## src/verilog/iic_pkg.sv

```systemverilog
package iic_pkg;

  // register byte offsets
  localparam logic [7:0] ADDR_CTRL1    = 8'h14;
  localparam logic [7:0] ADDR_RELOAD   = 8'h18;
  localparam logic [7:0] ADDR_BUF      = 8'h1C;
  localparam logic [7:0] ADDR_STATUS   = 8'h20;
  localparam logic [7:0] ADDR_INT_STAT = 8'h24;
  localparam logic [7:0] ADDR_INT_MASK = 8'h28;
  localparam logic [7:0] ADDR_FW_DRIVE = 8'h2C;

  // control one field positions
  localparam int CTRL_WRITE_COLLISION_FLAG = 7;
  localparam int CTRL_OVF  = 6;
  localparam int CTRL_EN   = 5;
  localparam int CTRL_CKP  = 4;

  // firmware drive field positions
  localparam int FW_SCL_LOW = 0;
  localparam int FW_SDA_LOW = 1;

  // interrupt status / mask field positions
  localparam int INT_BYTE  = 0;
  localparam int INT_START = 1;
  localparam int INT_STOP  = 2;
  localparam int INT_OVF   = 3;
  localparam int INT_WRITE_COLLISION_FLAG  = 4;
  localparam int INT_W     = 5;

  // port mode field encodings
  localparam logic [3:0] MODE_SLV10_SS = 4'hF;
  localparam logic [3:0] MODE_SLV7_SS  = 4'hE;
  localparam logic [3:0] MODE_FW_MSTR  = 4'hB;
  localparam logic [3:0] MODE_MASTER   = 4'h8;
  localparam logic [3:0] MODE_SLV10    = 4'h7;
  localparam logic [3:0] MODE_SLV7     = 4'h6;

  // values after reset
  localparam logic [7:0]     CTRL1_RST    = 8'h00;
  localparam logic [7:0]     RELOAD_RST   = 8'h00;
  localparam logic [INT_W-1:0] INT_RST    = 5'h00;
  localparam logic [1:0]     FW_RST       = 2'h0;

  // scl period is 4*(reload+1) pclk cycles, so one half is 2*(reload+1)
  localparam int SCL_HALF_MULT = 2;
  localparam logic [3:0] BITS_PER_BYTE  = 4'h8;

  typedef enum logic [1:0] {
    IIC_M_IDLE = 2'b00,
    IIC_M_LOW  = 2'b01,
    IIC_M_HIGH = 2'b10
  } iic_mstate_t;

endpackage

```

## src/verilog/iic_line_mon.sv

```systemverilog
`timescale 1ns/100ps
module iic_line_mon (
  input  wire logic pclk,
  input  wire logic presetn,
  input  wire logic scl_in,
  input  wire logic sda_in,
  output logic      scl_s,
  output logic      sda_s,
  output logic      scl_rise,
  output logic      scl_fall,
  output logic      start_det,
  output logic      stop_det
);

  logic [1:0] scl_meta;
  logic [1:0] sda_meta;
  logic       scl_d;
  logic       sda_d;

  // idle bus is high, so the chain resets high to avoid a false edge
  always_ff @(posedge pclk or negedge presetn) begin
    if (!presetn) begin
      scl_meta <= 2'h3;
      sda_meta <= 2'h3;
      scl_d    <= 1'b1;
      sda_d    <= 1'b1;
    end else begin
      scl_meta <= {scl_meta[0], scl_in};
      sda_meta <= {sda_meta[0], sda_in};
      scl_d    <= scl_meta[1];
      sda_d    <= sda_meta[1];
    end
  end

  assign scl_s     = scl_meta[1];
  assign sda_s     = sda_meta[1];
  assign scl_rise  = scl_meta[1] & ~scl_d;
  assign scl_fall  = ~scl_meta[1] & scl_d;
  assign start_det = scl_meta[1] & scl_d & sda_d & ~sda_meta[1];
  assign stop_det  = scl_meta[1] & scl_d & ~sda_d & sda_meta[1];

endmodule

```

## src/verilog/iic_ctrl.sv

```systemverilog
// Decided for this implementation: the APB register port.
`timescale 1ns/100ps
module iic_ctrl
  import iic_pkg::*;
(
  input  wire logic        pclk,
  input  wire logic        presetn,
  input  wire logic        psel,
  input  wire logic        penable,
  input  wire logic        pwrite,
  input  wire logic [7:0]  paddr,
  input  wire logic [31:0] pwdata,
  output logic      [31:0] prdata,
  output logic             pready,
  output logic             pslverr,
  input  wire logic        scl_in,
  output logic             scl_out,
  output logic             scl_oe,
  input  wire logic        sda_in,
  output logic             sda_out,
  output logic             sda_oe,
  output logic             port_active,
  output logic             irq
);

  logic [7:0]       ctrl1;
  logic [7:0]       reload;
  logic [INT_W-1:0] int_stat;
  logic [INT_W-1:0] int_mask;
  logic [1:0]       fw_drive;
  logic [7:0]       rx_buf;
  logic             rx_full;
  logic [7:0]       rx_shift;
  logic [3:0]       rx_bits;
  logic             slv_ack;
  logic             start_last;
  logic             stop_last;
  logic [7:0]       tx_shift;
  logic [3:0]       tx_bits;
  logic [8:0]       div_cnt;
  iic_mstate_t      mstate;
  iic_mstate_t      next_mstate;

  logic scl_s, sda_s, scl_rise, scl_fall, start_det, stop_det;
  iic_line_mon u_mon (
    .pclk      (pclk),
    .presetn   (presetn),
    .scl_in    (scl_in),
    .sda_in    (sda_in),
    .scl_s     (scl_s),
    .sda_s     (sda_s),
    .scl_rise  (scl_rise),
    .scl_fall  (scl_fall),
    .start_det (start_det),
    .stop_det  (stop_det)
  );
  logic [3:0] mode;
  logic       en;
  logic       slv_mode;
  logic       ss_irq_mode;
  logic       mst_mode;
  logic       fw_mode;
  assign mode        = ctrl1[3:0];
  assign en          = ctrl1[CTRL_EN];
  assign ss_irq_mode = (mode == MODE_SLV10_SS) | (mode == MODE_SLV7_SS);
  assign slv_mode    = en & (ss_irq_mode | (mode == MODE_SLV10) |
                             (mode == MODE_SLV7));
  assign mst_mode    = en & (mode == MODE_MASTER);
  assign fw_mode     = en & (mode == MODE_FW_MSTR);
  logic bus_wr;
  logic bus_rd;
  logic addr_ok;
  assign pready  = 1'b1;
  assign addr_ok = (paddr == ADDR_CTRL1) | (paddr == ADDR_RELOAD) |
                   (paddr == ADDR_BUF) | (paddr == ADDR_STATUS) |
                   (paddr == ADDR_INT_STAT) | (paddr == ADDR_INT_MASK) |
                   (paddr == ADDR_FW_DRIVE);
  assign pslverr = psel & penable & ~addr_ok;
  assign bus_wr  = psel & penable & pwrite & addr_ok;
  assign bus_rd  = psel & penable & ~pwrite & addr_ok;
  // read data is captured in the setup cycle so it leaves a flip-flop
  always_ff @(posedge pclk or negedge presetn) begin
    if (!presetn) begin
      prdata <= 32'h0000_0000;
    end else if (psel & ~penable & ~pwrite) begin
      case (paddr)
        ADDR_CTRL1:    prdata <= {24'h000000, ctrl1};
        ADDR_RELOAD:   prdata <= {24'h000000, reload};
        ADDR_BUF:      prdata <= {24'h000000, rx_buf};
        ADDR_STATUS:   prdata <= {26'h0000000, sda_s, scl_s, stop_last,
                                  start_last, (mstate != IIC_M_IDLE),
                                  rx_full};
        ADDR_INT_STAT: prdata <= {27'h0000000, int_stat};
        ADDR_INT_MASK: prdata <= {27'h0000000, int_mask};
        ADDR_FW_DRIVE: prdata <= {30'h00000000, fw_drive};
        default:       prdata <= 32'h0000_0000;
      endcase
    end
  end
  logic buf_wr;
  logic tx_busy;
  logic write_collision_flag_set;
  logic tx_load;
  logic byte_rx;
  logic ovf_set;
  logic byte_tx_done;
  logic ss_start;
  logic ss_stop;
  logic half_done;
  assign buf_wr   = bus_wr & (paddr == ADDR_BUF);
  assign tx_busy  = (mstate != IIC_M_IDLE) |
                    (slv_mode & (rx_bits != 4'h0));
  assign write_collision_flag_set = buf_wr & tx_busy;
  assign tx_load  = buf_wr & ~tx_busy & mst_mode;
  assign byte_rx  = slv_mode & scl_rise & (rx_bits == BITS_PER_BYTE - 4'h1);
  assign ovf_set  = byte_rx & rx_full;
  assign ss_start = slv_mode & ss_irq_mode & start_det;
  assign ss_stop  = slv_mode & ss_irq_mode & stop_det;
  assign byte_tx_done = (mstate == IIC_M_HIGH) & half_done &
                        (tx_bits == BITS_PER_BYTE);
  // hardware set of a flag wins over a software write in the same cycle
  always_ff @(posedge pclk or negedge presetn) begin
    if (!presetn) begin
      ctrl1 <= CTRL1_RST;
    end else begin
      if (bus_wr && paddr == ADDR_CTRL1) begin
        ctrl1 <= pwdata[7:0];
      end
      if (write_collision_flag_set) begin
        ctrl1[CTRL_WRITE_COLLISION_FLAG] <= 1'b1;
      end
      if (ovf_set) begin
        ctrl1[CTRL_OVF] <= 1'b1;
      end
    end
  end

  always_ff @(posedge pclk or negedge presetn) begin
    if (!presetn) begin
      reload   <= RELOAD_RST;
      int_mask <= INT_RST;
      fw_drive <= FW_RST;
    end else if (bus_wr) begin
      case (paddr)
        ADDR_RELOAD:   reload   <= pwdata[7:0];
        ADDR_INT_MASK: int_mask <= pwdata[INT_W-1:0];
        ADDR_FW_DRIVE: fw_drive <= pwdata[1:0];
        default:       reload   <= reload;
      endcase
    end
  end

  logic [INT_W-1:0] int_set;
  logic [INT_W-1:0] int_clr;
  always_comb begin
    int_set            = INT_RST;
    int_set[INT_BYTE]  = (byte_rx & ~rx_full) | byte_tx_done;
    int_set[INT_START] = ss_start;
    int_set[INT_STOP]  = ss_stop;
    int_set[INT_OVF]   = ovf_set;
    int_set[INT_WRITE_COLLISION_FLAG]  = write_collision_flag_set;
  end

  assign int_clr = (bus_wr && paddr == ADDR_INT_STAT) ?
                   pwdata[INT_W-1:0] : INT_RST;

  always_ff @(posedge pclk or negedge presetn) begin
    if (!presetn) begin
      int_stat <= INT_RST;
    end else begin
      int_stat <= int_set | (int_stat & ~int_clr);
    end
  end

  assign irq = |(int_stat & int_mask);
  // a disabled port forgets bus history so re-enabling starts clean
  always_ff @(posedge pclk or negedge presetn) begin
    if (!presetn) begin
      start_last <= 1'b0;
      stop_last  <= 1'b0;
    end else if (!en) begin
      start_last <= 1'b0;
      stop_last  <= 1'b0;
    end else if (start_det) begin
      start_last <= 1'b1;
      stop_last  <= 1'b0;
    end else if (stop_det) begin
      start_last <= 1'b0;
      stop_last  <= 1'b1;
    end
  end

  always_ff @(posedge pclk or negedge presetn) begin
    if (!presetn) begin
      rx_shift <= 8'h00;
      rx_bits  <= 4'h0;
      slv_ack  <= 1'b0;
    end else if (!slv_mode || start_det || stop_det) begin
      rx_bits  <= 4'h0;
      slv_ack  <= 1'b0;
    end else begin
      if (scl_rise) begin
        rx_shift <= {rx_shift[6:0], sda_s};
        rx_bits  <= (rx_bits == BITS_PER_BYTE) ? 4'h0 : rx_bits + 4'h1;
      end
      // acknowledge is driven from the scl fall after the eighth bit until the fall after the ninth clock
      if (scl_fall) begin
        slv_ack <= (rx_bits == BITS_PER_BYTE);
      end
    end
  end

  // an overflowing byte is dropped: the unread byte stays intact
  always_ff @(posedge pclk or negedge presetn) begin
    if (!presetn) begin
      rx_buf  <= 8'h00;
      rx_full <= 1'b0;
    end else if (byte_rx && !rx_full) begin
      rx_buf  <= {rx_shift[6:0], sda_s};
      rx_full <= 1'b1;
    end else if (bus_rd && paddr == ADDR_BUF) begin
      rx_full <= 1'b0;
    end
  end
  logic [8:0] half_last;
  assign half_last = 9'(SCL_HALF_MULT) * ({1'b0, reload} + 9'h001) - 9'h001;
  assign half_done = (div_cnt == half_last);
  always_comb begin
    next_mstate = mstate;
    case (mstate)
      IIC_M_IDLE: if (tx_load) next_mstate = IIC_M_LOW;
      IIC_M_LOW:  if (half_done) next_mstate = IIC_M_HIGH;
      IIC_M_HIGH: begin
        if (half_done) begin
          next_mstate = (tx_bits == BITS_PER_BYTE) ? IIC_M_IDLE : IIC_M_LOW;
        end
      end
      default:    next_mstate = IIC_M_IDLE;
    endcase
    if (!mst_mode) begin
      next_mstate = IIC_M_IDLE;
    end
  end

  always_ff @(posedge pclk or negedge presetn) begin
    if (!presetn) begin
      mstate <= IIC_M_IDLE;
    end else begin
      mstate <= next_mstate;
    end
  end

  always_ff @(posedge pclk or negedge presetn) begin
    if (!presetn) begin
      div_cnt <= 9'h000;
    end else if (mstate == IIC_M_IDLE || half_done) begin
      div_cnt <= 9'h000;
    end else begin
      div_cnt <= div_cnt + 9'h001;
    end
  end

  // ninth clock leaves sda released for the receiver's acknowledge
  always_ff @(posedge pclk or negedge presetn) begin
    if (!presetn) begin
      tx_shift <= 8'hFF;
      tx_bits  <= 4'h0;
    end else if (tx_load) begin
      tx_shift <= pwdata[7:0];
      tx_bits  <= 4'h0;
    end else if (mstate == IIC_M_HIGH && half_done) begin
      tx_shift <= {tx_shift[6:0], 1'b1};
      tx_bits  <= tx_bits + 4'h1;
    end
  end
  // open drain: outputs stay low, enables pull the lines down
  // master terms are gated by the mode so a disable frees the pins at once
  assign scl_out     = 1'b0;
  assign sda_out     = 1'b0;
  assign port_active = en;
  assign scl_oe = (slv_mode & ~ctrl1[CTRL_CKP]) |
                  (mst_mode & (mstate == IIC_M_LOW)) |
                  (fw_mode & fw_drive[FW_SCL_LOW]);
  assign sda_oe = (slv_mode & slv_ack) |
                  (mst_mode & (mstate != IIC_M_IDLE) & ~tx_shift[7] &
                   (tx_bits != BITS_PER_BYTE)) |
                  (fw_mode & fw_drive[FW_SDA_LOW]);

endmodule

```

## config.mk

```make
export PLATFORM = sky130hd
export DESIGN_NAME = iic_ctrl
export DESIGN_NICKNAME = d
export VERILOG_FILES = /design/src/verilog/iic_pkg.sv /design/src/verilog/iic_line_mon.sv /design/src/verilog/iic_ctrl.sv
export SDC_FILE = /design/constraint.sdc
export NUM_CORES = 1
export LEC_CHECK = 0
export BUFFER_PORTS_ARGS = -buffer_cell sky130_fd_sc_hd__buf_2
export CORE_MARGIN = 1.5
export CORE_UTILIZATION = 50
export DETAILED_ROUTE_END_ITERATION = 16
export PLACE_DENSITY = 0.75
export SETUP_SLACK_MARGIN = 0.05
export SKIP_CTS_REPAIR_TIMING = 1
export SYNTH_ARGS = -nofsm -noshare
export SYNTH_HDL_FRONTEND = slang
export SYNTH_SLANG_ARGS = --single-unit
```

## constraint.sdc

```tcl
create_clock -name pclk -period 2.31 [get_ports pclk]
set_input_delay 0.1155 -clock pclk [delete_from_list [all_inputs] [get_ports pclk]]
set_output_delay 0.1155 -clock pclk [all_outputs]
set_load 0.005 [all_outputs]
```

Word-level counts from Yosys, hierarchy flattened. Cells that the tools add are included.

Register bits: 112. Input port bits: 47. Logic and storage cells: 177.

$add $sub $neg: 5. Equality and inequality tests: 24. Mux-type cells: 29. Bitwise gates (word level): 71. Reductions and logical operators: 25.

Operator list (number): one-hot mux 8 bit (7 select lines) (1); bitwise AND 1 bit (40); == test 8 x 6 -> 1 bit (second input constant) (4); == test 4 bit (second input constant) (6); == test 8 x 5 -> 1 bit (second input constant) (3); 2-to-1 mux 8 bit (3); 2-to-1 mux 4 bit (5); bitwise OR 1 bit (15); nonzero test 2 bit (7); 2-to-1 mux 1 bit (13); == test 4 x 3 -> 1 bit (second input constant) (3); inverter 1 bit (12); bitwise AND 5 bit (2); adder 9 x 1 -> 9 bit (second input constant) (1); == test 9 bit (1); 2-to-1 mux 9 bit (1); inequality test 3 bit (second input constant) (3); subtractor 9 x 1 -> 9 bit (second input constant) (1); adder 4 x 1 -> 4 bit (second input constant) (2); adder 8 x 1 -> 8 bit (second input constant) (1); 2-to-1 mux 2 bit (4); AND reduction 2 bit (4); one-hot mux 2 bit (3 select lines) (1); logical AND 1 bit (5); other kinds (13) (16).

Depth between registers and ports, before layout.
Depth in word-level cells: 14. Mapped depth: 10. Depth with buffers taken out: 9.

Cells and area by module. From an unflattened synthesis, not the netlist that was laid out.

Cells, all modules: 481. Area, all modules: 4859.7 µm².

Modules (own cells, without submodules): iic_ctrl (instances 1, cells each 471, area each 4669.5 µm², sequential area each 2062.0 µm²); iic_line_mon (instances 1, cells each 10, area each 190.2 µm², sequential area each 157.7 µm²).

Worst setup path after synthesis. Ideal clock, no wire load.

Path kind: flip-flop to flip-flop. Start point: register reload[1]. End point: register tx_shift[1]. Library setup time: 0.083 ns. Data arrival time: 2.154 ns. Required time: 2.227 ns. Setup slack: 0.073 ns. Stages on the path, launching flop included: 10. Buffers on the path: 1. Period minus slack after synthesis: 2.237 ns. Cell sequence: dfrtp_1 ha_1 nand2b_1 o31a_1 a221oi_1 and3_1 o211a_1 buf_6 mux2i_1 a21oi_1.

Word-level cells in the longest chain between the ends: 5.

Ends and longest elaborated chain: start, declared (RTL line iic_ctrl.sv:27) `logic [7:0] reload;`; start signal, assigned (RTL line iic_ctrl.sv:145) `ADDR_RELOAD: reload <= pwdata[7:0];`; start signal, assigned (RTL line iic_ctrl.sv:148) `default: reload <= reload;`; adder 8 x 1 -> 8 bit (RTL line iic_ctrl.sv:226) `assign half_last = 9'(SCL_HALF_MULT) * ({1'b0, reload} + 9'h001) - 9'h001;`; subtractor 9 x 1 -> 9 bit (RTL line iic_ctrl.sv:226); == test 9 bit (RTL line iic_ctrl.sv:227) `assign half_done = (div_cnt == half_last);`; logical AND 1 bit (RTL line iic_ctrl.sv:271) `end else if (mstate == IIC_M_HIGH && half_done) begin`; nonzero test 2 bit (no line); end signal, assigned (RTL line iic_ctrl.sv:269) `tx_shift <= pwdata[7:0];`; end signal, assigned (RTL line iic_ctrl.sv:272) `tx_shift <= {tx_shift[6:0], 1'b1};`; end, declared (RTL line iic_ctrl.sv:38) `logic [7:0] tx_shift;`.

No other way between the ends. A chain may end at the register's enable or synchronous reset.

Worst setup path after layout.
Start point: register reload[0]. End point: register tx_shift[4].

The elaborated chain is that of the path after synthesis.

==> summary.md <==
| Metric | Value |
|---|---|
| Status | `complete, but fails checks` |
| Violations in the final reports | `negative hold slack, negative setup slack` |
| CP top delay family | `compound AO/OA/AOI/OAI gates` |
| Via count | `3800` |
| Critical Path Sink Type | `flip-flop` |
| Crit path DAT | `2.71 ns` |
| Worst path max stage delay | `0.45 ns` |
| PortBufs | `35` |
| Reg2Reg Launch Point | `reload[0]` |
| GP Congestion | `0.934` |
| # DRC | `0` |
| TritonCTS clock tree | `yes` |
| Critical path startpoint category | `flip-flop` |
| Setup WS post-layout | `-0.0971 ns` |
| Seq/Total Area, Yosys | `0.458` |
| Wire length per cell | `17.3 µm` |
| Grt ovf | `0` |
| Setup violators final | `12` |
| Starting Density | `0.519` |
| Final Hold Viols | `1` |
| Antenna violations before repair | `0` |
| Commonest non-fill, non-tap cell in the layout | `dfrtp_1` |
| Hpwl dp | `8.33 mm` |
| Top-area cell type share of the netlist area | `0.382` |
| Total global-route track usage | `0.237` |
| Max Slew Vio Count | `0` |
| Actual slew at the worst max-slew pin | `0.618 ns` |
| Sw Ratio | `0.242` |
| CP Buf/Inv Count | `1` |
| Global-route wire length before repair | `18.5 mm` |
| Ports | `87` |
| Yosys reg bits | `88` |
| Fin crit share | `1.04` |
| Pre-CTS setup slack | `-0.118 ns` |
| Post-synth top area cell | `dfrtp_1` |
| Netlist cell types | `68` |
| Cells after Synth | `473` |
| Clk pwr share | `0.407` |
| Pin count of the biggest net entering global routing | `49` |
| RSZ-0062 raised after global routing | `yes` |
| Clock-pin slew on the worst setup and hold paths | `0.10 ns` |
| Chip width | `101 µm` |
| Drt total wl | `11.7 mm` |
| Lkg Pwr | `0.00265 µW` |
| Final instance area | `5760 µm²` |
| Crit path cell chain | `ha_4 > nand2b_1 > o31a_1 > a221oi_1 > and3_4 > o211a_4 > buf_12 > mux2i_1 > a21oi_1` |
| Worst hold path class | `in -> reg` |
| Hold Startpoint | `pwdata[5]` |
| Root buffer cell | `clkbuf_8` |
| CTS sink cnt | `88` |
| Nets@finish | `592` |
| PD cells | `517 nW/µm²` |
| Clk_skew | `0.0150 ns` |
| Syn-to-layout area delta | `18.9%` |
| Vias in the first global route | `3655` |
| Mapped Area | `4840 µm²` |
| Sequential Power Share | `0.534` |
| Worst reg-to-reg setup slack | `-0.1 ns` |
| Hold slack | `-0.00321 ns` |
| Peak VDD IR | `318 µV` |
| Post-placement cell area | `5240 µm²` |
| Fin crit period | `2.41 ns` |
| Pint | `2250 µW` |
| Max transition margin | `0.588` |
| Final Total Pwr | `2970 µW` |
| Share of cells above drive strength 1 | `0.331` |
| Antenna-violating nets left | `0` |
| Average size of a mapped cell | `10.2 µm²` |
| CP Data Required Time | `2.62 ns` |
| Max cap viols | `0` |
| Row count | `35` |
| Die ar. | `10300 µm²` |
| N_diodes | `0` |
| DR vias/cell | `5.65` |
| CP Class | `reg -> reg` |
| Core ar. | `9330 µm²` |
| Setup TNS | `-0.660 ns` |
| Switching pwr | `720 µW` |
| H-tree depth | `3` |
| Die H | `101 µm` |
| Critical Path Source | `reload[0]` |
| Synth area leaders | `dfrtp_1, mux2_2, dfstp_2` |
| Pre-antenna DRT Iters | `5` |
| Combinational power share | `0.058` |
| Clock Latency Late Sink | `0.37 ns` |
| CP max stage cell | `dfrtp_2` |
| Max Fclk | `415 MHz` |
| Num CTS Buffers | `9` |
| Clock Path Buffers | `2` |
| Most frequent cells in the layout | `dfrtp_1, nand2_1, nor2_1` |
| Ys flop type | `dfrtp_1` |
| Worst Path Max Fanout | `6` |
| Post-synth EDFFs | `0` |
| Detailed Route Iter0 Violations | `216` |
| YS warnings | `0` |
| Post-synth ARST share | `1.00` |
[worst min-delay path: cells and delay by family]
kind	cells	cell delay, ns
buffers and inverters	1	0.12
and+or+nand+nor	1	0.09
AOI/OAI and AO/OA	1	0.04
[cells in the mapped netlist (all sizes together), types with 2 or more instances]
cell type,number
o21ai,19
buf,37
a32o,2
nand4,3
xor2,9
mux2,33
dfstp,14
inv,12
o221ai,2
mux2i,20
a22oi,6
mux4,2
conb,2
a21oi,23
nand2b,10
a211oi,2
nor4,5
xnor2,9
a31oi,2
clkbuf,9
or3,3
a31o,2
nand3,14
or2,2
dfrtp,74
a221oi,2
nand2,47
nor3,7
o211a,2
nor2b,7
ha,6
o22ai,2
a22o,3
nor2,42
nor3b,4
o21a,3
nand3b,4
and3,7
and2,2
[path summary, 6_finish.rpt]
path / end / cells after the start
max: tx_shift[4] / 9
min: tx_shift[5] / 3
max reg2reg: tx_shift[4] / 9
min reg2reg: u_mon.scl_meta[1] / 0
max in group asynchronous: tx_shift[6] / 3
min in group asynchronous: tx_bits[3] / 2
[layout make-up]
| cell class | instances | area [µm²] |
|---|---|---|
| clock inverters | 7 | 100 |
| multi-input cells | 352 | 2530 |
| well taps | 129 | 161 |
| repair buffers | 76 | 567 |
| fillers | 752 | 3570 |
| inverters | 12 | 45.0 |
| clock buffers | 9 | 124 |
| flip-flops and latches | 88 | 2220 |
[per-stage QoR]
| step | util | cells |
|---|---|---|
| after CTS | 0.586 | 664 |
| after detailed placement | 0.562 | 648 |
| after global placement | 0.562 | 648 |
| after global routing | 0.617 | 673 |
| final | 0.617 | 673 |
| after floorplan | - | 498 |
[registers in the layout (all words and copies together) (netlist names)]
name            flops
slv_ack             1
stop_last           1
rx_full             1
tx_bits             4
reload              8
u_mon.scl_meta      2
fw_drive            2
prdata              8
u_mon.sda_meta      2
rx_buf              8
tx_shift            8
u_mon.sda_d         1
div_cnt             9
int_stat            5
int_mask            5
start_last          1
mstate              2
ctrl1               8
u_mon.scl_d         1
rx_shift            7
rx_bits             4
[cells by family after synthesis]
| group | share of synthesized area |
|---|---|
| AOI/OAI and AO/OA | 0.121 |
| and+or+nand+nor | 0.167 |
| xor gates and xnor gates | 0.0388 |
| muxes | 0.127 |
| other | 0.00155 |
| DFF | 0.458 |
| buffers and inverters | 0.0705 |
| adders and majority gates | 0.0155 |
[routing by layer]
| layer | vias to the layer above | part of all wire | track usage |
|---|---|---|---|
| met1 | 1879 | 0.43 | 0.314 |
| met5 | - | 0 | 0 |
| met4 | 0 | 0.024 | 0.0844 |
| met2 | 151 | 0.49 | 0.390 |
| met3 | 23 | 0.058 | 0.0462 |
| li1 | 1747 | - | - |
[power groups by stage]
| stage | sequential (µW) | combinational [µW] | clock [µW] |
|---|---|---|---|
| 5_1_grt | 1590 | 195 | 1290 |
| 3_5_place_dp | 1620 | 168 | 0 |
| 4_1_cts | 1590 | 169 | 1230 |
| 3_3_place_gp | 1620 | 166 | 0 |
| 2_1_floorplan | 1610 | 100 | 0 |
| 6_report | 1590 | 173 | 1210 |
Note: power is estimated with default switching activity, not from simulation.
